$ cat config.mk
export PLATFORM = sky130hd
export DESIGN_NAME = fast_shutdown_and_cut_disable
export DESIGN_NICKNAME = d
export VERILOG_FILES = /design/src/logic/fast_shutdown_and_cut_disable.v
export VERILOG_INCLUDE_DIRS = /design/src /design/src/logic
export SDC_FILE = /design/constraint.sdc
export NUM_CORES = 1
export LEC_CHECK = 0
export BUFFER_PORTS_ARGS = -buffer_cell sky130_fd_sc_hd__clkbuf_2
export CAP_MARGIN = 40
export CORE_ASPECT_RATIO = 1.5
export CORE_MARGIN = 2
export CORE_UTILIZATION = 50
export DETAILED_ROUTE_END_ITERATION = 10
export PLACE_DENSITY = 0.75
export SLEW_MARGIN = 20
export SYNTH_ARGS = -nofsm -noshare
export SYNTH_HDL_FRONTEND = slang
export SYNTH_SLANG_ARGS = --single-unit
$ cat constraint.sdc
create_clock -name i_ref_clk -period 4.3 [get_ports i_ref_clk]
set_input_delay 1.075 -clock i_ref_clk [delete_from_list [all_inputs] [get_ports i_ref_clk]]
set_output_delay 1.075 -clock i_ref_clk [all_outputs]
set_load 0.005 [all_outputs]
$ cat src/logic/fast_shutdown_consts.vh
`ifndef FAST_SHUTDOWN_CONSTS_VH
`define FAST_SHUTDOWN_CONSTS_VH

// command codes
`define CMD_PRIO_CUT        8'h15
`define CMD_TIMING_CFG      8'h16
`define CMD_MBIT_PRIO_REG   8'h17

// reset values
`define PRIO_CUT_RST        8'h00
`define TIMING_CFG_RST      8'h00
`define READ_IDLE_VAL       8'h00

// field positions, shutdown_priority_cut_disable
`define PRIO_MSB            7
`define PRIO_LSB            4
`define CUT_DIS_MSB         3
`define CUT_DIS_LSB         0

// field positions, channel_timing_config
`define LIM_TIME_MSB        7
`define LIM_TIME_LSB        6
`define INRUSH_TIME_MSB     5
`define INRUSH_TIME_LSB     4
`define OVLD_TIME_MSB       3
`define OVLD_TIME_LSB       2
`define HOLD_DROP_MSB       1
`define HOLD_DROP_LSB       0

// overload time select codes
`define OVLD_SEL_0          2'h0
`define OVLD_SEL_1          2'h1
`define OVLD_SEL_2          2'h2

// clean-up window after a fast shutdown, 5 ms of 200 MHz cycles
`define CLEAR_CYC_DEF       24'h0F4240

// overload windows in cycles; plain defaults, set per board
`define OVLD_CYC0_DEF       24'h0B71B0
`define OVLD_CYC1_DEF       24'h16E360
`define OVLD_CYC2_DEF       24'h2DC6C0
`define OVLD_CYC3_DEF       24'h5B8D80

`endif

$ cat src/logic/fast_shutdown_and_cut_disable.v
`timescale 1ns/100ps
`default_nettype none
`include "fast_shutdown_consts.vh"

// What this block does
// - register 15h: upper nibble shutdown selects, lower nibble cut disables, reset zero
// - fast shutdown with multibit select low powers off selected channels only
// - cut disable set: overload fault alone never turns the channel off
// - current-limit faults still turn the channel off regardless of cut disable
// - overload fault flag still sets, timeout equal to the overload time
// - any change of a cut disable bit restarts that channel's overload timer
// - fast shutdown acts like channel reset but keeps cool-down timers running
// - shutdown clears event bits and disconnect, overload, inrush, limit fault bits
// - shutdown clears power good/enable, class/detect enables, autoclass, fault, foldback
// - shutdown reloads two-pair policing value with all ones
// - shutdown clears voltage, current, resistance and autoclass readings
// - shutdown clears requested, assigned and previous class and detection results
// - clean-up of affected state may take up to five milliseconds
// - only channels selected for shutdown are cleared, others stay unchanged
// - register 16h timing configuration, read/write, reset zero
// - timing fields msb to lsb: limit, inrush, overload, hold dropout
module fast_shutdown_and_cut_disable #(
  parameter                 CHANNELS  = 4,
  parameter                 TMR_W     = 24,
  parameter [TMR_W-1:0]     OVLD_CYC0 = `OVLD_CYC0_DEF,
  parameter [TMR_W-1:0]     OVLD_CYC1 = `OVLD_CYC1_DEF,
  parameter [TMR_W-1:0]     OVLD_CYC2 = `OVLD_CYC2_DEF,
  parameter [TMR_W-1:0]     OVLD_CYC3 = `OVLD_CYC3_DEF,
  parameter [TMR_W-1:0]     CLEAR_CYC = `CLEAR_CYC_DEF
) (
  // clock and reset
  input  wire                i_ref_clk,
  input  wire                i_rst_b,
  // command port
  input  wire                i_cmd_valid,
  input  wire                i_cmd_write,
  input  wire [7:0]          i_cmd_code,
  input  wire [7:0]          i_cmd_wdata,
  output reg  [7:0]          o_rd_data_ff,
  output reg                 o_rd_valid_ff,
  // shutdown control
  input  wire                i_fast_shutdown_input,
  input  wire                i_multibit_priority_select,
  // per-channel fault conditions
  input  wire [CHANNELS-1:0] i_power_cut_fault,
  input  wire [CHANNELS-1:0] i_current_limit_fault,
  input  wire [CHANNELS-1:0] i_fault_flag_clear,
  // per-channel results
  output reg  [CHANNELS-1:0] o_channel_off_ff,
  output reg  [CHANNELS-1:0] o_state_clear_ff,
  output reg  [CHANNELS-1:0] o_policing_reload_ff,
  output reg  [CHANNELS-1:0] o_clear_busy_ff,
  output reg  [CHANNELS-1:0] o_overload_fault_flag_ff,
  // register contents
  output reg  [7:0]          o_prio_cut_ff,
  output reg  [7:0]          o_timing_cfg_ff
);

  // ****************************************************************
  // functions
  // ****************************************************************
  function [TMR_W-1:0] ovld_limit;
    input [1:0] sel;
    begin
      case (sel)
        `OVLD_SEL_0: ovld_limit = OVLD_CYC0;
        `OVLD_SEL_1: ovld_limit = OVLD_CYC1;
        `OVLD_SEL_2: ovld_limit = OVLD_CYC2;
        default:     ovld_limit = OVLD_CYC3;
      endcase
    end
  endfunction

  // command code match, shared by write and read paths
  function hit_code;
    input [7:0] code;
    input [7:0] target;
    begin
      hit_code = (code == target);
    end
  endfunction

  // ****************************************************************
  // register access
  // ****************************************************************
  wire cmd_wr = i_cmd_valid & i_cmd_write;
  wire cmd_rd = i_cmd_valid & ~i_cmd_write;

  always @(posedge i_ref_clk or negedge i_rst_b)
  begin
    if (!i_rst_b)
    begin
      o_prio_cut_ff <= `PRIO_CUT_RST;
    end
    else if (cmd_wr && hit_code(i_cmd_code, `CMD_PRIO_CUT))
    begin
      o_prio_cut_ff <= i_cmd_wdata;
    end
  end

  always @(posedge i_ref_clk or negedge i_rst_b)
  begin
    if (!i_rst_b)
    begin
      o_timing_cfg_ff <= `TIMING_CFG_RST;
    end
    else if (cmd_wr && hit_code(i_cmd_code, `CMD_TIMING_CFG))
    begin
      o_timing_cfg_ff <= i_cmd_wdata;
    end
  end

  // ****************************************************************
  // read port
  // ****************************************************************
  reg [7:0] nxt_rd_data;

  // unmapped codes read as zero, so a bad code never echoes stale data
  always @*
  begin
    nxt_rd_data = `READ_IDLE_VAL;
    if (cmd_rd && hit_code(i_cmd_code, `CMD_PRIO_CUT))
      nxt_rd_data = o_prio_cut_ff;
    else if (cmd_rd && hit_code(i_cmd_code, `CMD_TIMING_CFG))
      nxt_rd_data = o_timing_cfg_ff;
  end

  always @(posedge i_ref_clk or negedge i_rst_b)
  begin
    if (!i_rst_b)
    begin
      o_rd_data_ff <= `READ_IDLE_VAL;
    end
    else
    begin
      o_rd_data_ff <= nxt_rd_data;
    end
  end

  always @(posedge i_ref_clk or negedge i_rst_b)
  begin
    if (!i_rst_b)
    begin
      o_rd_valid_ff <= 1'b0;
    end
    else
    begin
      o_rd_valid_ff <= cmd_rd;
    end
  end

  wire [CHANNELS-1:0] shutdown_sel = o_prio_cut_ff[`PRIO_MSB:`PRIO_LSB];
  wire [CHANNELS-1:0] cut_dis      = o_prio_cut_ff[`CUT_DIS_MSB:`CUT_DIS_LSB];
  // overload field shared by all channels
  wire [1:0]          ovld_sel     = o_timing_cfg_ff[`OVLD_TIME_MSB:`OVLD_TIME_LSB];
  wire [TMR_W-1:0]    ovld_max     = ovld_limit(ovld_sel);

  // ****************************************************************
  // fast shutdown synchroniser
  // ****************************************************************
  reg sd_meta_ff;
  reg sd_sync_ff;

  always @(posedge i_ref_clk or negedge i_rst_b)
  begin
    if (!i_rst_b)
    begin
      sd_meta_ff <= 1'b0;
      sd_sync_ff <= 1'b0;
    end
    else
    begin
      sd_meta_ff <= i_fast_shutdown_input;
      sd_sync_ff <= sd_meta_ff;
    end
  end

  // selects assumed clear when multibit set
  wire [CHANNELS-1:0] sd_hit = {CHANNELS{sd_sync_ff & ~i_multibit_priority_select}}
                               & shutdown_sel;

  reg  [CHANNELS-1:0] cut_dis_prev_ff;
  reg  [CHANNELS-1:0] sd_prev_ff;

  always @(posedge i_ref_clk or negedge i_rst_b)
  begin
    if (!i_rst_b)
    begin
      cut_dis_prev_ff <= {CHANNELS{1'b0}};
      sd_prev_ff      <= {CHANNELS{1'b0}};
    end
    else
    begin
      cut_dis_prev_ff <= cut_dis;
      sd_prev_ff      <= sd_hit;
    end
  end

  // ****************************************************************
  // per-channel overload timer and turn-off
  // ****************************************************************
  wire [CHANNELS-1:0] sd_new;
  wire [CHANNELS-1:0] ovld_out;
  wire [CHANNELS-1:0] clr_done;

  genvar ch;
  generate
    for (ch = 0; ch < CHANNELS; ch = ch + 1)
    begin : g_chan
      reg  [TMR_W-1:0] ovld_tmr_ff;
      reg  [TMR_W-1:0] nxt_ovld_tmr;
      reg  [TMR_W-1:0] clr_tmr_ff;
      reg  [TMR_W-1:0] nxt_clr_tmr;

      assign sd_new[ch]   = sd_hit[ch] & ~sd_prev_ff[ch];
      assign ovld_out[ch] = i_power_cut_fault[ch] & (ovld_tmr_ff >= ovld_max);
      assign clr_done[ch] = (clr_tmr_ff == {TMR_W{1'b0}});

      always @*
      begin
        nxt_ovld_tmr = ovld_tmr_ff;
        if (cut_dis[ch] != cut_dis_prev_ff[ch])
          nxt_ovld_tmr = {TMR_W{1'b0}};
        else if (!i_power_cut_fault[ch] || sd_hit[ch])
          nxt_ovld_tmr = {TMR_W{1'b0}};
        else if (ovld_tmr_ff < ovld_max)
          nxt_ovld_tmr = ovld_tmr_ff + {{(TMR_W-1){1'b0}}, 1'b1};
      end

      always @*
      begin
        nxt_clr_tmr = clr_tmr_ff;
        if (sd_new[ch])
          nxt_clr_tmr = CLEAR_CYC;
        else if (!clr_done[ch])
          nxt_clr_tmr = clr_tmr_ff - {{(TMR_W-1){1'b0}}, 1'b1};
      end

      always @(posedge i_ref_clk or negedge i_rst_b)
      begin
        if (!i_rst_b)
        begin
          ovld_tmr_ff <= {TMR_W{1'b0}};
          clr_tmr_ff  <= {TMR_W{1'b0}};
        end
        else
        begin
          ovld_tmr_ff <= nxt_ovld_tmr;
          clr_tmr_ff  <= nxt_clr_tmr;
        end
      end
    end
  endgenerate

  // ****************************************************************
  // next values of the channel outputs
  // ****************************************************************
  reg [CHANNELS-1:0] nxt_channel_off;
  reg [CHANNELS-1:0] nxt_state_clear;
  reg [CHANNELS-1:0] nxt_policing_reload;
  reg [CHANNELS-1:0] nxt_clear_busy;
  reg [CHANNELS-1:0] nxt_overload_flag;

  always @*
  begin
    // cut turn-off only when not disabled
    nxt_channel_off = sd_hit | i_current_limit_fault | (ovld_out & ~cut_dis);
    // clear pulse also drives external fault bits
    // power and enable bits cleared externally
    nxt_state_clear = sd_new;
    nxt_policing_reload = sd_new;
    // cool-down timers live elsewhere and get no clear
    nxt_clear_busy = sd_new | (o_clear_busy_ff & ~clr_done);
    // flag sets even when cut disabled; set beats clear
    nxt_overload_flag = ovld_out
                        | (o_overload_fault_flag_ff & ~(sd_new | i_fault_flag_clear));
  end

  // ****************************************************************
  // channel output registers
  // ****************************************************************
  always @(posedge i_ref_clk or negedge i_rst_b)
  begin
    if (!i_rst_b)
    begin
      o_channel_off_ff <= {CHANNELS{1'b0}};
    end
    else
    begin
      o_channel_off_ff <= nxt_channel_off;
    end
  end

  always @(posedge i_ref_clk or negedge i_rst_b)
  begin
    if (!i_rst_b)
    begin
      o_state_clear_ff <= {CHANNELS{1'b0}};
    end
    else
    begin
      o_state_clear_ff <= nxt_state_clear;
    end
  end

  always @(posedge i_ref_clk or negedge i_rst_b)
  begin
    if (!i_rst_b)
    begin
      o_policing_reload_ff <= {CHANNELS{1'b0}};
    end
    else
    begin
      o_policing_reload_ff <= nxt_policing_reload;
    end
  end

  // busy outlasts the pulse; the host must not trust read-back before it drops
  always @(posedge i_ref_clk or negedge i_rst_b)
  begin
    if (!i_rst_b)
    begin
      o_clear_busy_ff <= {CHANNELS{1'b0}};
    end
    else
    begin
      o_clear_busy_ff <= nxt_clear_busy;
    end
  end

  always @(posedge i_ref_clk or negedge i_rst_b)
  begin
    if (!i_rst_b)
    begin
      o_overload_fault_flag_ff <= {CHANNELS{1'b0}};
    end
    else
    begin
      o_overload_fault_flag_ff <= nxt_overload_flag;
    end
  end

endmodule
`default_nettype wire

# Yosys cells after proc, flatten, opt, wreduce, memory -nomap -nowiden
# Index checks and enable logic that the tools add are counted.
[op_classes]
add_sub_neg = 8
order_cmp = 8
n_eq_ne = 12
muxes = 23
bitwise_logic = 29
reduce_logical = 21
[op_table]
columns = ["op", "count"]
rows = [
  ["24-bit 2-to-1 mux", 20],
  ["24-bit by 1-bit adder with 24-bit output (second input constant)", 4],
  ["24-bit >= comparator", 4],
  ["24-bit logical NOT", 4],
  ["24-bit less-than comparator", 4],
  ["24-bit by 1-bit subtractor with 24-bit output (second input constant)", 4],
  ["23-bit one-hot mux with 3 select lines", 1],
  ["4-bit OR", 5],
  ["4-bit bitwise AND", 4],
  ["8-bit by 5-bit equality test with 1-bit output (second input constant)", 2],
  ["8-bit 2-to-1 mux", 2],
  ["4-bit inverter", 3],
  ["3-bit nonzero test", 4],
  ["1-bit bitwise AND", 11],
  ["2-bit by 1-bit != test with 1-bit output (second input constant)", 4],
  ["1-bit inverter", 6],
  ["1-bit logical AND", 4],
  ["1-bit logical NOT", 4],
  ["1-bit logical OR", 4],
  ["1-bit != test", 4],
  ["2-bit by 1-bit equality test with 1-bit output (second input constant)", 1],
  ["2-bit equality test (second input constant)", 1],
  ["2-bit logical NOT", 1],
]
[totals]
reg_bits = 243
out_inout_bits = 45
elab_cells = 121

# Longest topological paths before layout
# Gate-level depths: netlist (run 1).
[depth]
depth_word = 8
depth_mapped = 14
mapped_depth_nobuf = 11

# Worst setup path before layout (run 1)
# No wires, ideal clock.
[synth_path]
kind = "register to register"
from = "register o_timing_cfg_ff[3]"
to = "register g_chan[3].ovld_tmr_ff[7]"
setup_ns = 0.078
t_arrival_ns = 3.543
slack_ns = 0.679
path_stages_with_launch = 11
path_cell_list = "dfrtp_1 -> inv_1 -> ha_1 -> nor2_1 -> ha_1 -> a21oi_1 -> o21ai_0 -> nor4_2 -> nand2_1 -> or4b_2 -> a21oi_1"
[synth_via]
elab_chain_len = 4
word_cells_on_any_way = 6
cone_classes = "1 x order compare; 2 x eq/ne; 1 x mux; 2 x reduce/logical"
[synth_lines]
columns = ["element", "line_no", "source"]
rows = [
  ["from (decl)", "fast_shutdown_and_cut_disable.v:56", "output reg [7:0] o_timing_cfg_ff"],
  ["from (signal assigned)", "fast_shutdown_and_cut_disable.v:105", "o_timing_cfg_ff <= `TIMING_CFG_RST;"],
  ["from (signal assigned)", "fast_shutdown_and_cut_disable.v:109", "o_timing_cfg_ff <= i_cmd_wdata;"],
  ["2-bit equality test, or another cell as far along", "fast_shutdown_and_cut_disable.v:65", "case (sel)"],
  ["23-bit one-hot mux with 3 select lines *", "fast_shutdown_and_cut_disable.v:65", ""],
  ["24-bit less-than comparator *", "fast_shutdown_and_cut_disable.v:226", "else if (ovld_tmr_ff < ovld_max)"],
  ["3-bit nonzero test (no source line) *", "--", ""],
  ["to (signal assigned)", "fast_shutdown_and_cut_disable.v:243", "ovld_tmr_ff <= {TMR_W{1'b0}};"],
  ["to (signal assigned)", "fast_shutdown_and_cut_disable.v:248", "ovld_tmr_ff <= nxt_ovld_tmr;"],
  ["to (decl)", "fast_shutdown_and_cut_disable.v:210", "reg [TMR_W-1:0] ovld_tmr_ff;"],
]
# Every way passes the cells marked *; elsewhere a longest branch is shown, timed or not.
# A chain may end at the register's enable or synchronous reset.

# Final worst setup path (run 1)
[layout_path]
from = "register o_timing_cfg_ff[3]"
to = "register g_chan[1].ovld_tmr_ff[16]"
[layout_via]
elab_chain_len = 4
word_cells_on_any_way = 6
cone_classes = "1 x order compare; 2 x eq/ne; 1 x mux; 2 x reduce/logical"
[layout_lines]
columns = ["element", "line_no"]
rows = [
  ["2-bit equality test, or another cell as far along", "fast_shutdown_and_cut_disable.v:65"],
  ["23-bit one-hot mux with 3 select lines *", "fast_shutdown_and_cut_disable.v:65"],
  ["24-bit less-than comparator *", "fast_shutdown_and_cut_disable.v:226"],
  ["3-bit nonzero test (no source line) *", "--"],
  ["to (signal assigned)", "fast_shutdown_and_cut_disable.v:243"],
  ["to (signal assigned)", "fast_shutdown_and_cut_disable.v:248"],
  ["to (decl)", "fast_shutdown_and_cut_disable.v:210"],
]
# Marked as above.

==> summary.md, run 1 <==
| Metric | Value |
|---|---|
| Final-report hold violation count | 0 |
| Chip width | 138.1 um |
| Fmax | 269.1 MHz |
| Worst-Skew Late Latency | 0.53 ns |
| DRC | 0 |
| DR vias/cell | 5.984 |
| Number of synthesized flops with an enable pin | 0 |
| Vias in the first global route | 11197 |
| Vias | 11131 |
| Max clock buf depth | 3 |
| Gate power share | 12.6% |
| Switch share | 27.11% |
| Post-synth top area share | 45.12% |
| Fin. max-slew vios | 0 |
| First-pass GRT wire length | 54.06 mm |
| Diodes inserted | 0 |
| Cells after Synth | 1421 |
| RD Place Congestion | 0.9085 |
| DRT iter0 DRCs | 451 |
| Max-Cap Viols | 0 |
| Final wirelength | 31.76 mm |
| Largest net degree at the start of global routing | 100 |
| Port Buf Inserts | 78 |
| Clk_skew | 0.01023 ns |
| Pwr/cell area | 371.1 nW/um^2 |
| Synth area leader | dfrtp_1 |
| Net count, final | 1624 |
| RSZ-0062 raised after global routing | false |
| Net Switching | 1522 uW |
| Worst hold margin | 0.3602 ns |
| Least-Margin Pin Slew | 0.8436 ns |
| First-pass DRT Iterations | 4 |
| Clk slew on worst S/H paths | 0.07 ns |
| Synth Area per Inst | 9.484 sq um |
| Clk sinks | 243 |
| Gr ovfl total | 0 |
| Post-synth top cells | dfrtp_1, nor2_1, nand2_1 |
| Setup TNS | 0 ns |
| All-Layer GR Usage | 22.84% |
| Worst hold path depth | 0 |
| Top cells by area, synth | dfrtp_1, ha_1, xnor2_1 |
| Postcts setup bufs | 0 |
| Max rail drop VDD | 0.3297 mV |
| Layout cells sized above 1 | 11.03% |
| Io pins | 79 |
| Total power draw | 5614 uW |
| Setup-violating endpoint count in the final report | 0 |
| Critical path type | flip-flop to flip-flop |
| Total CTS buffers | 24 |
| Worst reg2reg path depth | 11 |
| Crit path capture type | flip-flop |
| Die ar. | 28310 sq um |
| Number of synthesized register bits | 243 |
| Initial antenna violation count | 0 |
| Setup crit start kind | flip-flop |
| Post-CTS Hold Buffers | 0 |
| Cell variety after synth | 64 |
| Leakage power total | 0.006240 uW |
| Most frequent cell after synthesis | dfrtp_1 |
| Hold Crit Class | flip-flop to flip-flop |
| Detail Placement HPWL | 22.96 mm |
| Starting Density | 50.88% |
| Post-Syn Area | 13480 sq um |
| Sequential share of the synthesized area | 45.12% |
| CTS tree | yes |
| Chip height | 205.1 um |
| Slew headroom | 43.60% |
| Area Growth Syn to Fin | 12.26% |
| P_int | 4092 uW |
| Antenna Nets Post-Route | 0 |
| Core area | 26490 sq um |
| Most used DFF post-synth | dfrtp_1 |
| WP data required | 4.73 ns |
| # rows | 73 |
| Clock power share | 38.8% |
| # H-tree levels | 1 |
| Tmin final | 3.716 ns |
| Asr flop ratio synth | 100.0% |
| Sequential Power Share | 48.6% |
| Status | finished, final reports clean |
| Root buffer cell | clkbuf_16 |
| Crit share post-route | 86.42% |
| Syn nets | 1537 |
| Post_cts resized | 0 |
| Crit path arrival time | 4.15 ns |
| WL per Instance | 17.07 um |
| Yosys warns | 0 |
| CP max FO | 14 |
## path summary, 6_finish.rpt
| path | from | endpoint | slack, ns |
|---|---|---|---|
| worst min register to register | sd_meta_ff$_DFF_PN0_ | sd_sync_ff$_DFF_PN0_ | 0.36 |
| min in group asynchronous | i_rst_b | g_chan[2].ovld_tmr_ff[10]$_DFFE_PN0P_ | 0.60 |
| worst min-delay path | sd_meta_ff$_DFF_PN0_ | sd_sync_ff$_DFF_PN0_ | 0.36 |
| max in group asynchronous | i_rst_b | g_chan[2].clr_tmr_ff[21]$_DFFE_PN0P_ | 2.81 |
| worst max register to register | o_timing_cfg_ff[3]$_DFFE_PN0P_ | g_chan[1].ovld_tmr_ff[16]$_DFFE_PN0P_ | 0.58 |
| worst max-delay path | o_timing_cfg_ff[3]$_DFFE_PN0P_ | g_chan[1].ovld_tmr_ff[16]$_DFFE_PN0P_ | 0.58 |
## state kept, by name, indices dropped and copies added (netlist names)
| register | count |
|---|---|
| g_chan.clr_tmr_ff | 96 |
| g_chan.ovld_tmr_ff | 96 |
| o_prio_cut_ff | 8 |
| o_rd_data_ff | 8 |
| o_timing_cfg_ff | 8 |
| cut_dis_prev_ff | 4 |
| o_channel_off_ff | 4 |
| o_clear_busy_ff | 4 |
| o_overload_fault_flag_ff | 4 |
| o_policing_reload_ff | 4 |
| sd_prev_ff | 4 |
| o_rd_valid_ff | 1 |
| sd_meta_ff | 1 |
| sd_sync_ff | 1 |
## layout by cell type, fill, tap and decap left out, drive strengths merged, types with 29 or more instances in the layout
master	synthesis	final
nand2	106	106
xor2	40	40
nor3	42	42
clkbuf	26	109
and3	29	29
dfrtp	243	243
a21oi	94	94
nor4	30	30
o21ai	74	74
ha	82	82
xnor2	59	59
nor2	111	111
or4	43	43
or3	57	57
inv	60	60
nand3	81	81
nand4	41	41
## cell type report
class	count	area, sq um
fillers	2376	11360
multi-input cells	1075	6989
flip-flops and latches	243	6081
clock buffers	32	711.9
repair buffers	100	578.1
well taps	337	421.7
inverters	64	240.2
clock inverters	9	107.6
## critical path, stage by stage (launching register included)
cell and delay [ns]:
dfrtp_1 0.38, buf_4 0.21, ha_1 0.21, inv_1 0.26
ha_1 0.31, and4b_1 0.24, a211oi_1 0.19, o21ai_0 0.11
a31oi_1 0.44, nand4_1 0.50, or4_1 0.60, a21oi_1 0.16
## cells by family after synthesis
kind of cell / synth area share, %
fa+ha+maj: 7.613
buf+inv: 3.017
xor+xnor: 6.434
mux: 1.606
flops: 45.12
simple gates: 24.45
compound gates: 11.76
## through the flow
| step | cells | utilization [%] | instance area (sq um) | setup WS, ns |
|---|---|---|---|---|
| finish | 1860 | 57.12 | 15130 | 0.5839 |
| global route | 1860 | 57.12 | 15130 | 0.2697 |
| CTS | 1860 | 57.12 | 15130 | 0.5830 |
| detailed placement | 1819 | 54.02 | 14310 | 0.6042 |
| global placement | 1817 | 53.97 | 14300 | 0.6623 |
| floorplan | 1421 | - | 13480 | 0.6788 |
## per-layer routing
metal | track usage, % | wire, um | vias to the layer above
li1 | - | - | 5341
met1 | 27.53 | 13200 | 5458
met2 | 41.23 | 16060 | 260
met3 | 3.296 | 1488 | 72
met4 | 8.965 | 1010 | 0
met5 | 0 | 0 | -
## power groups by stage
stage / Combinational (uW) / Clock, uW / Sequential, uW
floorplan: 511 / 0 / 2720
global placement: 683 / 0 / 2760
detailed placement: 714 / 0 / 2770
CTS: 720 / 2230 / 2730
global route: 820 / 2310 / 2770
finish: 708 / 2180 / 2730
Note: power is estimated with default switching activity, not from simulation.
==> inputs of run 2 (changes only) <==
--- a/config.mk
+++ b/config.mk
@@ -10,9 +10,9 @@
 export CAP_MARGIN = 40
 export CORE_ASPECT_RATIO = 1.5
 export CORE_MARGIN = 2
-export CORE_UTILIZATION = 50
+export CORE_UTILIZATION = 45
 export DETAILED_ROUTE_END_ITERATION = 10
-export PLACE_DENSITY = 0.75
+export PLACE_DENSITY = 0.69
 export SLEW_MARGIN = 20
 export SYNTH_ARGS = -nofsm -noshare
 export SYNTH_HDL_FRONTEND = slang
==> summary.md, run 2 (synthesis results as in run 1) <==
| Metric | Value |
|---|---|
| WL per Instance | 16.57 um |
| Final-report hold violation count | 0 |
| Detail Placement HPWL | 23.06 mm |
| # H-tree levels | 1 |
| Status | finished, final reports clean |
| Hold Crit Class | flip-flop to flip-flop |
| Crit-path cells | buf_4 > ha_1 > nor2_1 > ha_1 > and4b_1 > a211oi_1 > o21ai_0 > a31oi_1 > buf_4 > nand3_1 > or4_1 > a21oi_1 |
| Total power draw | 5842 uW |
| Clk slew on worst S/H paths | 0.06 ns |
| Starting Density | 45.71% |
| RSZ-0062 raised after global routing | false |
| Buf+Inv Stages, Crit Path | 2 |
| Biggest registers after layout | g_chan.clr_tmr_ff (96), g_chan.ovld_tmr_ff (96) |
| Vias in the first global route | 11167 |
| FF-to-FF Start | o_timing_cfg_ff[3]$_DFFE_PN0P_ |
| Critical-path top delay cell | or4_1 |
| DR vias/cell | 5.736 |
| Area Growth Syn to Fin | 13.76% |
| WP data required | 4.77 ns |
| Final wirelength | 31.90 mm |
| First-pass GRT wire length | 54.90 mm |
| All-Layer GR Usage | 20.80% |
| Most common cell after layout, fill and taps aside | dfrtp_1 |
| First-pass DRT Iterations | 5 |
| Total CTS buffers | 26 |
| Final core utilization | 52.00% |
| DRC | 0 |
| Chip height | 216.0 um |
| Chip width | 145.3 um |
| RD Place Congestion | 0.8606 |
| Diodes inserted | 0 |
| Fin area | 15330 sq um |
| Cell family with most CP delay | simple AND/OR/NAND/NOR gates |
| Gr ovfl total | 0 |
| Postcts setup bufs | 0 |
| Max rail drop VDD | 0.2382 mV |
| Post-CTS Hold Buffers | 0 |
| Leakage power total | 0.006321 uW |
| Slew headroom | 43.93% |
| Slowest stage delay, CP | 0.69 ns |
| Pwr/cell area | 381.0 nW/um^2 |
| Vias | 11041 |
| Layout cells sized above 1 | 11.44% |
| Net count, final | 1626 |
| Fin. max-slew vios | 0 |
| Io pins | 79 |
| Most frequent cells in the layout | dfrtp_1, nor2_1, nand2_1, a21oi_1, ha_1 |
| Least-Margin Pin Slew | 0.8410 ns |
| Clk sinks | 243 |
| Crit path launch | o_timing_cfg_ff[3]$_DFFE_PN0P_ |
| Antenna Nets Post-Route | 0 |
| Crit path arrival time | 4.19 ns |
| Root buffer cell | clkbuf_16 |
| R2r setup slk | 0.58 ns |
| CTS tree | yes |
| Levels on crit path | 12 |
| Setup-violating endpoint count in the final report | 0 |
| Setup TNS | 0 ns |
| Core area | 29480 sq um |
| Placed cell areas | 14380 sq um |
| Clk_skew | 0.01089 ns |
| Crit path capture type | flip-flop |
| # rows | 77 |
| Largest net degree at the start of global routing | 110 |
| Max clock buf depth | 3 |
| Worst reg2reg path depth | 12 |
| Port Buf Inserts | 78 |
| DRT iter0 DRCs | 436 |
| Setup crit start kind | flip-flop |
| Crit share post-route | 86.48% |
| Initial antenna violation count | 0 |
| Max-Cap Viols | 0 |
| Critical path type | flip-flop to flip-flop |
| Die ar. | 31380 sq um |
| Worst-Skew Late Latency | 0.55 ns |
| RR Endpoint | g_chan[1].ovld_tmr_ff[9]$_DFFE_PN0P_ |
| Tmin final | 3.719 ns |
| Critical path endpoint | g_chan[1].ovld_tmr_ff[9]$_DFFE_PN0P_ |
| Fmax | 268.9 MHz |
| Post_cts resized | 0 |
| CP max FO | 22 |
## run 2: cell types whose count changed in the layout (fill, tap and decap cells not counted), moves of 2 or more
cell,previous run,this run
buf_4,21,18
buf_6,0,2
clkbuf_16,25,27
clkinv_2,2,6
clkinv_4,0,3
clkinvlp_4,5,0
## run 2: area by class of cell
type	count	area, sq um
well taps	395	494.2
inverters	64	240.2
fillers	2767	14150
repair buffers	100	598.1
multi-input cells	1075	6989
clock buffers	34	762.0
flip-flops and latches	243	6081
clock inverters	14	166.4
## run 2: metal layers
layer  track usage, %  share of wire (%)  vias up  routed length (um)
met2            37.41                 51      208               16210
met4            6.340                2.2        0                 708
met3            2.748                4.0       48                1261
met1            26.00                 43     5426               13710
li1                 -                  -     5359                   -
met5                0                  0        -                   0
## run 2: worst min path at each step
| stage | start | to | slack, ns | cells after the start |
|---|---|---|---|---|
| after CTS | sd_meta_ff$_DFF_PN0_ | sd_sync_ff$_DFF_PN0_ | 0.36 | 0 |
| after global placement | sd_meta_ff$_DFF_PN0_ | sd_sync_ff$_DFF_PN0_ | 0.34 | 0 |
| after global routing | sd_meta_ff$_DFF_PN0_ | sd_sync_ff$_DFF_PN0_ | 0.36 | 0 |
| after floorplan | sd_meta_ff$_DFF_PN0_ | sd_sync_ff$_DFF_PN0_ | 0.33 | 0 |
| final | sd_meta_ff$_DFF_PN0_ | sd_sync_ff$_DFF_PN0_ | 0.35 | 0 |
| after detailed placement | sd_meta_ff$_DFF_PN0_ | sd_sync_ff$_DFF_PN0_ | 0.34 | 0 |
## run 2: power by group
part           leakage, uW  switching, uW  internal (uW)
Clock             0.000466            969           1440
Combinational      0.00290            398            307
Sequential         0.00296            222           2510
## run 2: through the flow
step / hold WS, ns / std cells / setup slack (ns)
after floorplan: 0.3312 / 1421 / 0.6788
after global placement: 0.3360 / 1873 / 0.6520
after detailed placement: 0.3443 / 1875 / 0.5669
after CTS: 0.3590 / 1923 / 0.5731
after global routing: 0.3636 / 1925 / 0.2412
final: 0.3535 / 1925 / 0.5814
